<file path="src/bar_decode_pkg.sv">
// Offsets, field layouts and reset values for the base address block
package bar_decode_pkg;
  // Configuration dword offsets (byte addresses)
  localparam logic [7:0] OFS_REG_WIN_BASE = 8'h10;
  localparam logic [7:0] OFS_MEM_WIN_BASE = 8'h14;
  localparam logic [7:0] OFS_UNUSED_TWO = 8'h18;
  localparam logic [7:0] OFS_UNUSED_THREE = 8'h1C;
  localparam logic [7:0] OFS_UNUSED_FOUR = 8'h20;
  localparam logic [7:0] OFS_UNUSED_FIVE = 8'h24;
  localparam logic [7:0] OFS_CARD_INFO = 8'h28;
  // Writable field positions
  localparam int REG_WIN_LSB = 12;
  localparam int MEM_WIN_LSB = 16;
  localparam int ADDR_MSB = 31;
  // Reset values
  localparam logic [19:0] REG_WIN_RST = 20'h00000;
  localparam logic [15:0] MEM_WIN_RST = 16'h0000;
  // Hardwired low bits: not prefetchable, 32-bit anywhere, memory space
  localparam logic [3:0] BAR_TYPE_BITS = 4'h0;
  localparam logic [31:0] ZERO_WORD = 32'h00000000;
endpackage

</file>
<file path="src/bar_match_if.sv">
// Window base values and match results passed between decoder parts
`timescale 1ns/100ps
interface bar_match_if;
  logic [19:0] reg_base;
  logic [15:0] mem_base;
  logic [31:0] addr;
  logic reg_hit;
  logic mem_hit;
  modport owner (output reg_base, output mem_base, output addr, input reg_hit, input mem_hit);
  modport matcher (input reg_base, input mem_base, input addr, output reg_hit, output mem_hit);
endinterface

</file>
<file path="src/bar_window_match.sv">
// Address comparators for the two memory windows
`timescale 1ns/100ps
module bar_window_match (
  bar_match_if.matcher m
);
  always_comb begin
    m.reg_hit = (m.addr[bar_decode_pkg::ADDR_MSB:bar_decode_pkg::REG_WIN_LSB] == m.reg_base);
    m.mem_hit = (m.addr[bar_decode_pkg::ADDR_MSB:bar_decode_pkg::MEM_WIN_LSB] == m.mem_base);
  end
endmodule

</file>
<file path="src/pci_base_address_decode.sv">
// Base address registers, card information pointer and window decode
// How it works
// Register window base bits 31-12 writable, matched
// Register window bits 11-4 read zero
// Memory window base bits 31-16 writable, matched
// Memory window bits 15-4 read zero
// Both bases read bit 3 zero
// Both bases read bits 2-1 as 00
// Both bases read bit 0 zero
// Unused base slots read zero, claim nothing
// Card information pointer reads zero
// Host sizes windows before programming bases
`timescale 1ns/100ps
module pci_base_address_decode (
  // Clock and reset
  input wire logic core_clk_i,
  input wire logic nrst_i,
  // Configuration access
  input wire logic cfg_wr_i,
  input wire logic [7:0] cfg_addr_i,
  input wire logic [31:0] cfg_wdata_i,
  input wire logic [3:0] cfg_be_i,
  output logic [31:0] cfg_rdata_o,
  // Memory cycle address decode
  input wire logic [31:0] mem_addr_i,
  input wire logic mem_space_en_i,
  output logic reg_win_hit_o,
  output logic mem_win_hit_o
);
  // Stored base fields and their next values
  logic [19:0] reg_base_ff;
  logic [19:0] nxt_reg_base;
  logic [15:0] mem_base_ff;
  logic [15:0] nxt_mem_base;

  // Registered read answer
  logic [31:0] rdata_ff;
  logic [31:0] nxt_rdata;

  // Offset decode results
  logic sel_reg_win;
  logic sel_mem_win;
  logic sel_unused_two;
  logic sel_unused_three;
  logic sel_unused_four;
  logic sel_unused_five;
  logic sel_unused_slot;
  logic sel_card_info;

  // Write strobe per byte lane
  logic [3:0] lane_wr;

  // Read words of the two programmable bases
  logic [31:0] reg_win_word;
  logic [31:0] mem_win_word;

  // Comparator results before the enable gate
  logic reg_match;
  logic mem_match;

  bar_match_if mi ();

  // Comparators read the stored bases, so a new base decodes after its write edge
  assign mi.reg_base = reg_base_ff;
  assign mi.mem_base = mem_base_ff;
  assign mi.addr = mem_addr_i;
  assign reg_match = mi.reg_hit;
  assign mem_match = mi.mem_hit;

  bar_window_match u_match (
    .m(mi)
  );

  // Offset decode; offsets outside the seven dwords select nothing and read zero
  always_comb begin
    sel_reg_win = 1'b0;
    sel_mem_win = 1'b0;
    sel_unused_two = 1'b0;
    sel_unused_three = 1'b0;
    sel_unused_four = 1'b0;
    sel_unused_five = 1'b0;
    sel_card_info = 1'b0;
    if (cfg_addr_i == bar_decode_pkg::OFS_REG_WIN_BASE) begin
      sel_reg_win = 1'b1;
    end else if (cfg_addr_i == bar_decode_pkg::OFS_MEM_WIN_BASE) begin
      sel_mem_win = 1'b1;
    end else if (cfg_addr_i == bar_decode_pkg::OFS_UNUSED_TWO) begin
      sel_unused_two = 1'b1;
    end else if (cfg_addr_i == bar_decode_pkg::OFS_UNUSED_THREE) begin
      sel_unused_three = 1'b1;
    end else if (cfg_addr_i == bar_decode_pkg::OFS_UNUSED_FOUR) begin
      sel_unused_four = 1'b1;
    end else if (cfg_addr_i == bar_decode_pkg::OFS_UNUSED_FIVE) begin
      sel_unused_five = 1'b1;
    end else if (cfg_addr_i == bar_decode_pkg::OFS_CARD_INFO) begin
      sel_card_info = 1'b1;
    end
  end

  assign sel_unused_slot = sel_unused_two | sel_unused_three | sel_unused_four | sel_unused_five;

  // Each byte enable gates the write strobe of its own lane
  for (genvar lane = 0; lane < 4; lane++) begin : g_lane
    assign lane_wr[lane] = cfg_wr_i & cfg_be_i[lane];
  end

  // Bits 11-0 of the dword have no storage, so writes cannot reach them
  always_comb begin
    nxt_reg_base = reg_base_ff;
    if (sel_reg_win) begin
      if (lane_wr[1]) begin
        nxt_reg_base[3:0] = cfg_wdata_i[15:12];
      end
      if (lane_wr[2]) begin
        nxt_reg_base[11:4] = cfg_wdata_i[23:16];
      end
      if (lane_wr[3]) begin
        nxt_reg_base[19:12] = cfg_wdata_i[31:24];
      end
    end
  end

  always_ff @(posedge core_clk_i or negedge nrst_i) begin
    if (!nrst_i) begin
      reg_base_ff <= bar_decode_pkg::REG_WIN_RST;
    end else begin
      reg_base_ff <= nxt_reg_base;
    end
  end

  // Lanes 0 and 1 hold only fixed bits here, so they are not stored
  always_comb begin
    nxt_mem_base = mem_base_ff;
    if (sel_mem_win) begin
      if (lane_wr[2]) begin
        nxt_mem_base[7:0] = cfg_wdata_i[23:16];
      end
      if (lane_wr[3]) begin
        nxt_mem_base[15:8] = cfg_wdata_i[31:24];
      end
    end
  end

  always_ff @(posedge core_clk_i or negedge nrst_i) begin
    if (!nrst_i) begin
      mem_base_ff <= bar_decode_pkg::MEM_WIN_RST;
    end else begin
      mem_base_ff <= nxt_mem_base;
    end
  end

  // Read-only low bits come from constants, which is what sizing relies on
  assign reg_win_word = {
    reg_base_ff,
    8'h00,
    bar_decode_pkg::BAR_TYPE_BITS[3],
    bar_decode_pkg::BAR_TYPE_BITS[2:1],
    bar_decode_pkg::BAR_TYPE_BITS[0]
  };
  assign mem_win_word = {
    mem_base_ff,
    12'h000,
    bar_decode_pkg::BAR_TYPE_BITS[3],
    bar_decode_pkg::BAR_TYPE_BITS[2:1],
    bar_decode_pkg::BAR_TYPE_BITS[0]
  };

  // Writes to unused slots are dropped silently
  always_comb begin
    nxt_rdata = bar_decode_pkg::ZERO_WORD;
    if (sel_reg_win) begin
      nxt_rdata = reg_win_word;
    end else if (sel_mem_win) begin
      nxt_rdata = mem_win_word;
    end else if (sel_unused_slot) begin
      nxt_rdata = bar_decode_pkg::ZERO_WORD;
    end else if (sel_card_info) begin
      nxt_rdata = bar_decode_pkg::ZERO_WORD;
    end
  end

  // Answer is registered, so it trails the offset by one cycle
  always_ff @(posedge core_clk_i or negedge nrst_i) begin
    if (!nrst_i) begin
      rdata_ff <= bar_decode_pkg::ZERO_WORD;
    end else begin
      rdata_ff <= nxt_rdata;
    end
  end

  assign cfg_rdata_o = rdata_ff;

  // Only the two windows ever claim; unused slots decode nothing
  always_comb begin
    reg_win_hit_o = 1'b0;
    mem_win_hit_o = 1'b0;
    if (mem_space_en_i) begin
      reg_win_hit_o = reg_match;
      mem_win_hit_o = mem_match;
    end
  end
endmodule

</file>
<file path="config.mk">
export PLATFORM = sky130hd
export DESIGN_NAME = pci_base_address_decode
export DESIGN_NICKNAME = d
export VERILOG_FILES = /design/src/bar_decode_pkg.sv /design/src/bar_match_if.sv /design/src/bar_window_match.sv /design/src/pci_base_address_decode.sv
export SDC_FILE = /design/constraint.sdc
export NUM_CORES = 1
export LEC_CHECK = 0
export BUFFER_PORTS_ARGS = -buffer_cell sky130_fd_sc_hd__buf_2
export CORE_UTILIZATION = 43
export DETAILED_ROUTE_END_ITERATION = 7
export MAX_ROUTING_LAYER = met4
export PLACE_DENSITY = 0.85
export SETUP_SLACK_MARGIN = 0.05
export SLEW_MARGIN = 20
export SYNTH_ARGS = -nofsm -noshare
export SYNTH_HDL_FRONTEND = slang
export SYNTH_HIERARCHICAL = 1
export SYNTH_SLANG_ARGS = --single-unit
</file>
<file path="constraint.sdc">
create_clock -name core_clk_i -period 1.24 [get_ports core_clk_i]
set_input_delay 0.248 -clock core_clk_i [delete_from_list [all_inputs] [get_ports core_clk_i]]
set_output_delay 0.248 -clock core_clk_i [all_outputs]
set_load 0.005 [all_outputs]
</file>
# Word-level counts from Yosys, hierarchy flattened

Index checks and enable logic that the tools add are counted.

Register bits: 68
Latch bits: 0
Memory bits (writable): 0
ROM bits: 0
Bits of input ports: 80
Output and inout bits: 34
Word-level logic and storage cells: 25
Memories kept: 0

Add/sub/neg operators: 0
Multiply operators: 0
Divide/modulo/power cells: 0
Order comparisons: 0
Equality and inequality tests: 4
Shift operators: 0
Multiplexer cells: 7
Bitwise gates (word level): 3
Reductions and logical operators: 5

Operator list:

| cell               | count |
|---|---|
| $mux 32            | 2 |
| $eq 20x20->1       | 1 |
| $eq 16x16->1       | 1 |
| $eq 8x5->1 const B | 2 |
| $reduce_and 2->1   | 5 |
| $mux 1             | 5 |
| $and 1x1->1        | 3 |

# Depth between registers and ports, before layout

Depth after elaboration: 5
Mapped depth: 6
Mapped depth without buffers: 5

# Modules after synthesis

The synthesis kept the hierarchy.

Modules (own cells, without submodules):

| module                  | times used | cells each | area each (um2) | sequential area each (um2) |
|---|---|---|---|---|
| pci_base_address_decode | 1          | 162        | 2338.5          | 1401.3 |
| bar_window_match        | 1          | 48         | 392.9           | 0.0 |

# Least setup slack after synthesis

Ideal clock, no wire load.

Path type: in2reg
Start point: in cfg_addr_i[5]
End point: reg reg_base_ff[0], in the netlist mi.reg_base[0]
Data arrival time: 1701 ps
Required time: 1115 ps
Slack: -586 ps
Stages on the path: 4
Cells stage by stage: or4b_1 > buf_6 > nor3_1 > mux2_2

Cells in the longest elaborated chain, start to end: 3

Ends and longest elaborated chain:

| what                       | line                           | source |
|---|---|---|
| from (decl)                | pci_base_address_decode.sv:20  | `input wire logic [7:0] cfg_addr_i,` |
| $eq 8x5->1                 | pci_base_address_decode.sv:83  | `if (cfg_addr_i == bar_decode_pkg::OFS_REG_WIN_BASE) begin` |
| $mux 1                     | pci_base_address_decode.sv:83  |  |
| $reduce_and 2->1 (no line) | -                              |  |
| to (signal assigned)       | pci_base_address_decode.sv:125 | `reg_base_ff <= bar_decode_pkg::REG_WIN_RST;` |
| to (signal assigned)       | pci_base_address_decode.sv:127 | `reg_base_ff <= nxt_reg_base;` |
| to (decl)                  | pci_base_address_decode.sv:31  | `logic [19:0] reg_base_ff;` |

Every way passes these cells.
A chain may end at the register's enable or synchronous reset.

# Worst setup path after layout

Start point: reg reg_base_ff[7], in the netlist mi.reg_base[7]
End point: out reg_win_hit_o

Cells in the longest elaborated chain, start to end: 2

Ends and longest elaborated chain:

| what           | line                           | source |
|---|---|---|
| $eq 20x20->1   | bar_window_match.sv:7          | `m.reg_hit = (m.addr[bar_decode_pkg::ADDR_MSB:bar_decode_pkg::REG_WIN_LSB] == m.reg_base);` |
| net mi.reg_hit | bar_match_if.sv:7              | `logic reg_hit;` |
| $mux 1         | pci_base_address_decode.sv:197 | `if (mem_space_en_i) begin` |
| to (decl)      | pci_base_address_decode.sv:27  | `output logic reg_win_hit_o,` |

The timed path passes the listed nets, and every way through them passes these cells.

==> results.sh <==
export IMPL_met3_usage=0.05000
export IMPL_io_buffer_count=76
export IMPL_max_freq_ghz=0.4652
export IMPL_grt_max_degree=24
export IMPL_final_common_cell="buf_2"
export IMPL_place_area_sq_um=3568
export IMPL_cts_sinks=56
export IMPL_arrival_ns=1.90
export IMPL_grt_ovfl_total=0
export IMPL_vdd_ir_drop_max_v=0.0004812
export IMPL_nFillCells=431
export IMPL_postSynthAreaPerCell_sq_um=13.01
export IMPL_clock_root_buffer="clkbuf_8"
export IMPL_start_kind="flop"
export IMPL_antenna_found_initial=0
export IMPL_ys_types=25
export IMPL_final_cell_mix="buf_2, dfrtp_1, buf_4"
export IMPL_tritoncts="yes"
export IMPL_drt_iter0_markers=92
export IMPL_drc=0
export IMPL_drt_pass1_iter_count=4
export IMPL_grt_busiest_layer="met2"
export IMPL_status="finished with violations"
export IMPL_die_w_microns=81.70
export IMPL_drive_above_1_share=0.5870
export IMPL_finClkSkew_ns=0.009912
export IMPL_rr_startpoint="mem_base_ff[5]"
export IMPL_grt_use_met1=0.2801
export IMPL_die_area_sq_um=6675
export IMPL_path_clk_slew_ns=0.10
export IMPL_setup_slack_ns=-0.9094
export IMPL_grt_pass1_wl_mm=11.59
export IMPL_clk_path_buf_depth=2
export IMPL_die_h_microns=81.70
export IMPL_ff2ff_path_depth=3
export IMPL_slew_violations=0
export IMPL_hold_path_startpoint="cfg_wdata_i[14]"
export IMPL_place_hpwl_mm=4.910
export IMPL_vias_per_cell=5.010
export IMPL_rsz0062_at_grt="yes"
export IMPL_gp_congestion=0.7805
export IMPL_stdcell_area_sq_um=3934
export IMPL_track_usage=0.2468
export IMPL_grt_pass1_vias=2306
export IMPL_ant_nets=0
export IMPL_hold_end="mi.reg_base[2]"
export IMPL_finalHoldViolCount=0
export IMPL_power_mw=3.350
export IMPL_rr_endpoint="mem_base_ff[5]"
export IMPL_crit_type="flop to output port"
export IMPL_area_growth_pct=44.02
export IMPL_htreeDepth=2
export IMPL_num_antenna_cells=0
export IMPL_ioPinCount=114
export IMPL_ys_seq_area_frac=0.5131
export IMPL_final_nets=419
export IMPL_routed_wl_mm=7.444
export IMPL_syn_area_sq_um=2731
export IMPL_ys_warn_count=6
export IMPL_powerDensity_nw_per_um2=851.7
export IMPL_hold_path_class="input pin to flop"
export IMPL_maxCapViolations=0
export IMPL_worstPathRequired_ns=0.99
export IMPL_critPathCaptureType="output port"
export IMPL_rrSetupSlack_ns=0.18
export IMPL_crit_fanout=2
export IMPL_num_rows=28
export IMPL_ys_ff_latch=56
export IMPL_syn_inst=210
export IMPL_period_needed_ns=2.149
export IMPL_cts_buffers=5
export IMPL_finalCoreUtilization=0.6528
export IMPL_routed_via_count=2074
export IMPL_fp_coreArea_sq_um=6026
export IMPL_insertion_delay_ns=0.32
export IMPL_setup_viol=54
export IMPL_fin_crit_sh=1.733
export IMPL_grt_use_met2=0.4225
export IMPL_p_leak_nw=2.035
export IMPL_wire_per_inst_microns=17.98
export IMPL_violations="negative setup slack"
export IMPL_hold_depth=2
export IMPL_start_util=0.4533
[cells in the mapped netlist]
cell / number / area [sq um]
mux2_2: 35 / 394.1
xor2_1: 12 / 105.1
mux2_1: 1 / 11.26
nor3_1: 1 / 5.000
mux2i_1: 16 / 160.2
buf_1: 1 / 3.750
or4b_2: 1 / 10.01
nor4_1: 4 / 25.02
or4_1: 1 / 7.510
nor3_4: 4 / 65.06
and2_1: 6 / 37.54
nor2_2: 1 / 6.260
nor2_1: 16 / 60.06
buf_4: 12 / 90.09
nand4_1: 6 / 37.54
xnor2_1: 24 / 210.2
buf_2: 1 / 5.000
nand3_1: 1 / 5.000
or4_4: 1 / 11.26
buf_6: 4 / 45.04
nand2_1: 3 / 11.26
nor3_2: 1 / 10.01
dfrtp_1: 56 / 1401
conb_1: 1 / 3.750
or4b_1: 1 / 10.01
[metal layers]
layer / vias to the layer above / routed length (microns)
li1: 957 / -
met1: 1010 / 2938
met2: 87 / 3900
met3: 20 / 370
met4: 0 / 234
met5: - / 0
[layout make-up]
class / instances / area, sq um / area share
Clock buffer: 6 / 72.57 / 0.01845
Clock inverter: 1 / 5.005 / 0.001272
Multi-Input combinational cell: 148 / 1494 / 0.3798
Sequential cell: 56 / 1401 / 0.3562
Tap cell: 75 / 93.84 / 0.02385
Timing Repair Buffer: 128 / 867.1 / 0.2204
[stage by stage]
stage	setup TNS [ns]	worst slack, ns	std cells	hold WS (ns)
6_report	-13.89	-0.9094	414	0.1543
5_1_grt	-14.79	-1.034	414	0.1603
4_1_cts	-13.06	-0.7843	413	0.1606
3_5_place_dp	-32.69	-0.6866	402	0.1810
3_3_place_gp	-31.32	-0.6351	402	0.1737
2_1_floorplan	-24.99	-0.5118	221	-0.04759
[cell families after synthesis]
family | after synthesis | synth area share
simple gates | 47 | 0.1104
buf+inv | 18 | 0.05268
mux | 52 | 0.2071
other cells | 1 | 0.001373
xor+xnor | 36 | 0.1154
flops | 56 | 0.5131
[state kept, by name, summed over array words and instances (netlist names)]
register     cells
mi.reg_base     20
cfg_rdata_o     20
mem_base_ff     16
[how the worst max path moves through the flow]
stage	from	to	slack [ns]	cells past startpoint
floorplan	cfg_addr_i[5]	cfg_rdata_o[16]	-0.51	6
global placement	cfg_addr_i[1]	mi.reg_base[16]	-0.64	5
detailed placement	cfg_addr_i[1]	mi.reg_base[3]	-0.69	4
CTS	mi.reg_base[10]	reg_win_hit_o	-0.78	6
global route	mi.reg_base[7]	reg_win_hit_o	-1.03	6
finish	mi.reg_base[7]	reg_win_hit_o	-0.91	6
[worst max-delay path, stage by stage, from the launching register on]
cell and delay (ns):
dfrtp_1 0.40, xor2_1 0.17, nor4_1 0.40, nand3_1 0.20
nor3_2 0.18, and2_1 0.15, buf_2 0.10
[repair_timing]
item                       4_1_cts  5_1_grt
gates cloned                     1        0
gates resized for setup         49       12
hold endpoints to repair        12        0
setup buffers                    2        1
pin swaps                       23        5
hold buffers                     1        0
setup endpoints to repair       54       58
[power breakdown]
part / switching, mW / total [mW] / leakage [nW] / internal, mW
logic: 0.237 / 0.493 / 1.22 / 0.256
registers: 0.0251 / 1.88 / 0.779 / 1.86
clock network: 0.590 / 0.976 / 0.0410 / 0.386
Power figures use the tool's default switching activity.
